--- src/hsh_pkg.sv ---
package hsh_pkg;

  // Homing method number as commanded by the drive
  localparam int METHOD_W = 8;
  typedef logic [METHOD_W-1:0] hsh_method_t;

  // Supported home-switch methods
  localparam hsh_method_t METHOD_23 = 8'h17;
  localparam hsh_method_t METHOD_24 = 8'h18;
  localparam hsh_method_t METHOD_25 = 8'h19;
  localparam hsh_method_t METHOD_26 = 8'h1A;
  localparam hsh_method_t METHOD_27 = 8'h1B;
  localparam hsh_method_t METHOD_28 = 8'h1C;
  localparam hsh_method_t METHOD_29 = 8'h1D;

  // Direction encoding on the motion command
  localparam logic DIR_POS = 1'h1;
  localparam logic DIR_NEG = 1'h0;

  // Synchroniser depth ahead of the edge stage
  localparam int SYNC_STAGES = 2;

  // Values after reset
  localparam logic RST_SWITCH = 1'h0;
  localparam logic RST_OUT    = 1'h0;

  // Sequencer states, Gray along the usual path
  typedef enum logic [2:0] {
    ST_IDLE     = 3'h0,
    ST_FAST     = 3'h1,
    ST_SLOW1    = 3'h3,
    ST_SLOW2    = 3'h2,
    ST_DONE     = 3'h6,
    ST_FAST_REV = 3'h5,
    ST_FAULT    = 3'h7
  } hsh_state_e;

endpackage : hsh_pkg

--- src/hsh_switch_if.sv ---
`timescale 1ns/100ps
`default_nettype none

// Conditioned switch levels and edges between conditioner and sequencer
interface hsh_switch_if;
  logic homeSwitchLevel;
  logic homeRise;
  logic homeFall;
  logic posLimit;
  logic negLimit;

  modport producer (
    output homeSwitchLevel,
    output homeRise,
    output homeFall,
    output posLimit,
    output negLimit
  );

  modport consumer (
    input homeSwitchLevel,
    input homeRise,
    input homeFall,
    input posLimit,
    input negLimit
  );
endinterface : hsh_switch_if

`default_nettype wire

--- src/hsh_switch_cond.sv ---
`timescale 1ns/100ps
`default_nettype none

module hsh_switch_cond
  import hsh_pkg::*;
(
  // Clock and reset
  input  wire logic        clk,
  input  wire logic        rst,
  // Raw switch inputs
  input  wire logic        homeRaw,
  input  wire logic        posRaw,
  input  wire logic        negRaw,
  // Conditioned outputs
  hsh_switch_if.producer   sw
);

  // Edge of a level from two consecutive synchronised samples
  function automatic logic isRise(input logic now, input logic prev);
    isRise = now & ~prev;
  endfunction : isRise

  function automatic logic isFall(input logic now, input logic prev);
    isFall = ~now & prev;
  endfunction : isFall

  logic [SYNC_STAGES-1:0] homeSync;
  logic [SYNC_STAGES-1:0] posSync;
  logic [SYNC_STAGES-1:0] negSync;
  logic                   homePrev;

  // two-stage synchronisers
  // Stage 0 feeds only stage 1, to keep metastability out of the edges
  always_ff @(posedge clk)
  begin
    if (rst)
    begin
      homeSync <= {SYNC_STAGES{RST_SWITCH}};
      posSync  <= {SYNC_STAGES{RST_SWITCH}};
      negSync  <= {SYNC_STAGES{RST_SWITCH}};
      homePrev <= RST_SWITCH;
    end
    else
    begin
      homeSync <= {homeSync[SYNC_STAGES-2:0], homeRaw};
      posSync  <= {posSync[SYNC_STAGES-2:0], posRaw};
      negSync  <= {negSync[SYNC_STAGES-2:0], negRaw};
      homePrev <= homeSync[SYNC_STAGES-1];
    end
  end

  assign sw.homeSwitchLevel = homeSync[SYNC_STAGES-1];
  assign sw.homeRise        = isRise(homeSync[SYNC_STAGES-1], homePrev);
  assign sw.homeFall        = isFall(homeSync[SYNC_STAGES-1], homePrev);
  assign sw.posLimit        = posSync[SYNC_STAGES-1];
  assign sw.negLimit        = negSync[SYNC_STAGES-1];

endmodule : hsh_switch_cond

`default_nettype wire

--- src/hsh_homing_seq.sv ---
`timescale 1ns/100ps
`default_nettype none

module hsh_homing_seq
  import hsh_pkg::*;
(
  // Clock and reset
  input  wire logic                 clk,
  input  wire logic                 rst,
  // Homing command
  input  wire logic                 homingStart,
  input  wire logic                 homingAbort,
  input  wire hsh_pkg::hsh_method_t homingMethod,
  // Switch inputs
  input  wire logic                 homeSwitchRaw,
  input  wire logic                 posLimitRaw,
  input  wire logic                 negLimitRaw,
  // Motion command to the position loop
  output var  logic                 moveEnable,
  output var  logic                 moveDirPos,
  output var  logic                 moveFast,
  // Status
  output var  logic                 homingBusy,
  output var  logic                 homingDone,
  output var  logic                 homingFault
);

  // Direction of the high-speed search for a method
  function automatic logic fastDir(input hsh_method_t m);
    fastDir = (m <= METHOD_26) ? DIR_POS : DIR_NEG;
  endfunction : fastDir

  // Direction of the first low-speed pass, same with or without a limit hit
  function automatic logic slowDir(input hsh_method_t m);
    case (m)
      METHOD_25, METHOD_26, METHOD_27, METHOD_28: slowDir = DIR_POS;
      default:                                    slowDir = DIR_NEG;
    endcase
  endfunction : slowDir

  // Methods whose first low-speed falling edge is the home point
  function automatic logic stopOnFall(input hsh_method_t m);
    case (m)
      METHOD_23, METHOD_26, METHOD_27: stopOnFall = 1'h1;
      default:                         stopOnFall = 1'h0;
    endcase
  endfunction : stopOnFall

  // Conditioned switches
  // Switch events reach the outputs three edges after the raw pin
  hsh_switch_if sw ();

  hsh_switch_cond u_cond (
    .clk     (clk),
    .rst     (rst),
    .homeRaw (homeSwitchRaw),
    .posRaw  (posLimitRaw),
    .negRaw  (negLimitRaw),
    .sw      (sw)
  );

  hsh_state_e  state;
  hsh_state_e  next_state;
  hsh_method_t method;
  logic        dir;
  logic        next_dir;

  // Method is held for the whole run so a change mid-run has no effect
  // A start while busy is ignored; done and fault are left by a new start
  logic methodOk;
  logic startTaken;
  assign methodOk   = (homingMethod >= METHOD_23) && (homingMethod <= METHOD_29);
  assign startTaken = homingStart && !homingBusy;

  // Limit lying in the current direction of travel
  // After a reversal the limit just left still reads active for a few
  // cycles, so only the limit ahead may end a phase
  logic limitAhead;
  assign limitAhead = (dir == DIR_POS) ? sw.posLimit : sw.negLimit;

  // Decoded properties of the held method
  logic heldSlowDir;
  logic heldStopFall;
  assign heldSlowDir  = slowDir(method);
  assign heldStopFall = stopOnFall(method);

  // Next state and direction
  always_comb
  begin
    next_state = state;
    next_dir   = dir;
    case (state)
      ST_IDLE, ST_DONE, ST_FAULT:
      begin
        if (startTaken)
        begin
          if (!methodOk)
          begin
            next_state = ST_FAULT;
          end
          else if (sw.homeSwitchLevel)
          begin
            next_state = ST_SLOW1;
            next_dir   = slowDir(homingMethod);
          end
          else
          begin
            next_state = ST_FAST;
            next_dir   = fastDir(homingMethod);
          end
        end
      end
      ST_FAST:
      begin
        if (sw.homeRise)
        begin
          next_state = ST_SLOW1;
          next_dir   = heldSlowDir;
        end
        // A home edge wins over a limit in the same cycle: the switch
        // lies inside travel, so reversing there would skip it
        else if (limitAhead)
        begin
          next_state = ST_FAST_REV;
          next_dir   = ~dir;
        end
      end
      ST_FAST_REV:
      begin
        if (sw.homeRise)
        begin
          next_state = ST_SLOW1;
          next_dir   = heldSlowDir;
        end
        else if (limitAhead)
        begin
          // Both limits without a switch edge: the switch is missing
          next_state = ST_FAULT;
        end
      end
      ST_SLOW1:
      begin
        if (sw.homeFall)
        begin
          if (heldStopFall)
          begin
            next_state = ST_DONE;
          end
          else
          begin
            next_state = ST_SLOW2;
            next_dir   = ~heldSlowDir;
          end
        end
        else if (limitAhead)
        begin
          // Limit at low speed: the edge was missed, stop rather than run on
          next_state = ST_FAULT;
        end
      end
      ST_SLOW2:
      begin
        if (sw.homeRise)
        begin
          next_state = ST_DONE;
        end
        else if (limitAhead)
        begin
          // Same hazard on the return pass
          next_state = ST_FAULT;
        end
      end
      default:
      begin
        // Unused codes stop the axis instead of guessing a phase
        next_state = ST_FAULT;
      end
    endcase
    // Abort wins over every transition except a new start
    // so an abort while busy always leaves the axis stopped at the next edge
    if (homingAbort && homingBusy)
    begin
      next_state = ST_IDLE;
    end
  end

  // Decoded motion outputs of the next state
  // Busy equals motion: done and fault both leave the axis stopped
  logic next_moving;
  logic next_fast;
  assign next_moving = (next_state == ST_FAST) || (next_state == ST_FAST_REV) ||
                       (next_state == ST_SLOW1) || (next_state == ST_SLOW2);
  assign next_fast   = (next_state == ST_FAST) || (next_state == ST_FAST_REV);

  // Direction and status of the next state; direction reads 0 while stopped
  logic next_dirPos;
  logic next_done;
  logic next_fault;
  assign next_dirPos = next_moving & next_dir;
  assign next_done   = (next_state == ST_DONE);
  assign next_fault  = (next_state == ST_FAULT);

  // State and travel direction
  always_ff @(posedge clk)
  begin
    if (rst)
    begin
      state <= ST_IDLE;
      dir   <= DIR_NEG;
    end
    else
    begin
      state <= next_state;
      dir   <= next_dir;
    end
  end

  // Method held from the accepted start; the phases decode this copy only
  always_ff @(posedge clk)
  begin
    if (rst)
    begin
      method <= METHOD_23;
    end
    else if (startTaken)
    begin
      method <= homingMethod;
    end
  end

  // Registered outputs, aligned with the state register
  // Decoding the next state costs a little logic but keeps every output
  // on a flop with no cycle of lag behind the state
  always_ff @(posedge clk)
  begin
    if (rst)
    begin
      moveEnable  <= RST_OUT;
      moveDirPos  <= RST_OUT;
      moveFast    <= RST_OUT;
      homingBusy  <= RST_OUT;
      homingDone  <= RST_OUT;
      homingFault <= RST_OUT;
    end
    else
    begin
      moveEnable  <= next_moving;
      moveDirPos  <= next_dirPos;
      moveFast    <= next_fast;
      homingBusy  <= next_moving;
      homingDone  <= next_done;
      homingFault <= next_fault;
    end
  end

endmodule : hsh_homing_seq

`default_nettype wire

--- config.mk ---
export PLATFORM = sky130hd
export DESIGN_NAME = hsh_homing_seq
export DESIGN_NICKNAME = d
export VERILOG_FILES = /design/src/hsh_pkg.sv /design/src/hsh_switch_if.sv /design/src/hsh_switch_cond.sv /design/src/hsh_homing_seq.sv
export SDC_FILE = /design/constraint.sdc
export NUM_CORES = 1
export LEC_CHECK = 0
export BUFFER_PORTS_ARGS = -buffer_cell sky130_fd_sc_hd__buf_2
export CAP_MARGIN = 10
export CELL_PAD_IN_SITES_DETAIL_PLACEMENT = 1
export CELL_PAD_IN_SITES_GLOBAL_PLACEMENT = 1
export CORE_MARGIN = 1
export CORE_UTILIZATION = 41
export CTS_BUF_LIST = sky130_fd_sc_hd__clkbuf_8 sky130_fd_sc_hd__clkbuf_16
export DETAILED_ROUTE_END_ITERATION = 8
export PLACE_DENSITY_LB_ADDON = 0.1
export SYNTH_ARGS = -nofsm -noshare
export SYNTH_HDL_FRONTEND = slang
export SYNTH_SLANG_ARGS = --single-unit
export TNS_END_PERCENT = 50
--- constraint.sdc ---
create_clock -name clk -period 2.15 [get_ports clk]
set_clock_uncertainty 0.05 [all_clocks]
set_input_delay 0.43 -clock clk [delete_from_list [all_inputs] [get_ports clk]]
set_output_delay 0.43 -clock clk [all_outputs]
set_load 0.01 [all_outputs]
==> results.py <==
metrics = {
    "run_status": {
        "status": "finished clean",
    },
    "job": {
        "maxCapViolations": 0,
    },
    "sta": {
        "worst_pin_slew_ps": 439,
        "period_needed_ps": 2070,
        "fin_setup_tns_ps": 0,
        "slew_headroom": 0.704,
        "rsz0062_at_grt": "no",
        "max_freq_mhz": 484,
        "finalHoldViolations": 0,
        "drv_slew": 0,
        "post-route-period-util": 0.961,
        "setup_ws_ps": 84.6,
        "setup_viol": 0,
    },
    "pwr": {
        "swShare": 0.368,
        "seqPwrFrac": 0.359,
        "power_leakage_nw": 0.624,
        "peakVddDrop_mv": 0.608,
        "power.share.clock": 0.144,
        "combPwrFrac": 0.497,
        "p_int_mw": 1.12,
        "finalPower_mw": 1.77,
        "power.density_nw_per_um2": 1170,
        "p_sw_mw": 0.653,
    },
    "clock_tree": {
        "cts_resized": 0,
        "clock_latency_ps": 260,
        "post_cts_buffers": 0,
        "cts_buffers": 3,
        "htree_num_levels": 1,
        "root_buffer": "clkbuf_8",
        "cts_tree": "built",
        "cts.sinks": 24,
        "cts_hold_buf": 0,
        "cts_buffer_depth": 2,
        "path_clk_slew_ps": 70,
    },
    "worst_setup_path": {
        "r2r_setup_slack_ps": 190,
        "start_kind": "primary input",
        "critical_path_arrival_ps": 2220,
        "r2r-start": "dir$_SDFF_PP0_",
        "reg2reg_depth": 6,
        "critPathKind": "primary input to flip-flop",
        "cp-end-kind": "flip-flop",
        "cp_max_fo": 3,
        "cp.required_ps": 2310,
        "reg2reg_to": "moveDirPos$_SDFF_PP0_",
    },
    "layout": {
        "nNetsFinal": 186,
        "syn2layout_area_growth_pct": 17.2,
        "drive_gt1_frac": 0.314,
        "diodes": 0,
        "final_area_um2": 1520,
    },
    "drt": {
        "via_per_inst": 5.33,
        "dr.pass1.iters": 4,
        "routedWlPerCell_um": 15.2,
        "totalWireLength_um": 3240,
        "num_vias": 1136,
        "drtIter0Drc": 36,
        "ant_nets": 0,
        "post-route-drc-count": 0,
    },
    "placed_design": {
        "place_congestion": 0.885,
        "dpl.hpwl_um": 2570,
        "port_buffers": 20,
        "place_area_um2": 1480,
        "post-place-ws_ps": -129,
    },
    "global_routing": {
        "grt_overflow_total": 0,
        "grt_max_degree": 17,
        "antenna_found_initial": 0,
        "grt_first_pass_wirelength_um": 5510,
        "grt_pass1_vias": 1172,
        "grtUsageTotal": 0.223,
    },
    "floorplan": {
        "fp.dieH_um": 58.3,
        "core_area_um2": 3030,
        "rows": 20,
        "io_pins": 21,
        "initial_core_util": 0.429,
        "die-area_um2": 3390,
        "die_x_um": 58.3,
    },
    "yosys": {
        "synthCells": 142,
        "ys_types": 53,
        "ys.flop_type": "dfxtp_1",
        "postSynth.asyncResetShare": 0,
        "syn_area_um2": 1300,
        "synth.ff_latch_count": 24,
        "ys_seq_area_frac": 0.370,
        "ys_warn_count": 0,
        "avgSynthCellArea_um2": 9.14,
        "synth-edff-count": 0,
        "postSynthNetCount": 157,
    },
    "worst_hold_path": {
        "worstHoldPathType": "primary input to flip-flop",
        "hold_start": "negLimitRaw",
        "min_to": "u_cond.negSync[0]$_SDFF_PP0_",
        "min_delay_path_depth": 2,
    },
}
## through the flow
step	std cells	hold slack, ps	utilization
floorplan	142	364	-
global placement	210	374	0.488
detailed placement	210	385	0.488
CTS	213	325	0.502
global route	213	335	0.502
finish	213	328	0.502
## Yosys cell counts (all sizes together), types with 2 or more instances
| master | count | area [um2] |
|---|---|---|
| dfxtp | 24 | 480 |
| nand2 | 23 | 86.3 |
| nor2b | 11 | 76.3 |
| a21oi | 10 | 50.1 |
| nand3b | 6 | 45.0 |
| nor2 | 5 | 18.8 |
| buf | 4 | 35.0 |
| mux2i | 4 | 40.0 |
| o21ai | 4 | 20.0 |
| clkbuf | 3 | 21.3 |
| inv | 3 | 11.3 |
| nand2b | 3 | 18.8 |
| or2b | 3 | 25.0 |
| a211oi | 2 | 20.0 |
| a21bo | 2 | 26.3 |
| a32oi | 2 | 17.5 |
| and2 | 2 | 13.8 |
| and2b | 2 | 17.5 |
| nor3 | 2 | 10.0 |
| o21a | 2 | 15.0 |
| or3 | 2 | 17.5 |
## state kept, by name, summed over array words and instances, names as in the netlist
name             cells
state                3
homingFault          1
moveDirPos           1
homingDone           1
moveFast             1
u_cond.posSync       2
method               8
u_cond.homePrev      1
dir                  1
u_cond.negSync       2
homingBusy           1
u_cond.homeSync      2
## power by group through the flow
stage | Sequential, mW | Combinational [mW] | Clock, mW
floorplan | 0.627 | 0.644 | 0
global placement | 0.642 | 0.852 | 0
detailed placement | 0.646 | 0.880 | 0
CTS | 0.637 | 0.883 | 0.268
global route | 0.652 | 0.967 | 0.290
finish | 0.637 | 0.881 | 0.254
## how the worst max path moves through the flow
stage	startpoint	slack, ps	endpoint
CTS	homingMethod[7]	110	moveDirPos$_SDFF_PP0_
detailed placement	homingMethod[7]	-130	moveDirPos$_SDFF_PP0_
finish	homingMethod[7]	80	moveDirPos$_SDFF_PP0_
global placement	homingMethod[7]	-20	moveDirPos$_SDFF_PP0_
global route	homingMethod[7]	30	homingDone$_SDFF_PP0_
floorplan	homingMethod[7]	140	moveDirPos$_SDFF_PP0_
## placed cells by master (no fill, tap or decap), types with 2 or more instances in the layout
| cell | n |
|---|---|
| a21oi_1 | 10 |
| nor2_1 | 5 |
| o21a_1 | 2 |
| nand3b_1 | 6 |
| inv_1 | 3 |
| nor2b_1 | 10 |
| mux2i_1 | 4 |
| dfxtp_1 | 24 |
| a32oi_1 | 2 |
| o21ai_0 | 4 |
| nand2b_1 | 3 |
| and2b_2 | 2 |
| buf_4 | 11 |
| clkbuf_8 | 3 |
| buf_2 | 20 |
| nand2_1 | 23 |
| nor3_1 | 2 |
| or2b_2 | 2 |
## worst max-delay path: stages
cell	delay, ps
buf_2	110
or4b_4	560
a211oi_2	270
o32ai_1	170
a311oi_2	390
a2bb2o_4	180
and2_1	110
## routing by layer
metal,vias up,global-route usage,wire [um]
met5,-,0,0
met4,0,0.102,72
met3,6,0.0379,139
met2,25,0.343,1460
met1,548,0.303,1570
li1,557,-,-
## final cells by class
class,instances,area (um2)
Sequential cell,24,480
Clock buffer,3,41.3
Fill cell,372,1510
Inverter,3,11.3
Timing Repair Buffer,31,183
Multi-Input combinational cell,108,749
Tap cell,44,55.1
## kinds of logic (layout without fill, tap and decap cells)
| family | after synthesis | count (layout) | share of synthesized area |
|---|---|---|---|
| AO/OA/AOI/OAI | 34 | 34 | 0.212 |
| XOR/XNOR | 1 | 1 | 0.00675 |
| buffers and inverters | 10 | 37 | 0.0521 |
| flip-flops | 24 | 24 | 0.370 |
| multiplexers | 5 | 5 | 0.0395 |
| AND/OR/NAND/NOR | 68 | 68 | 0.319 |
(Power assumes the default switching activity.)
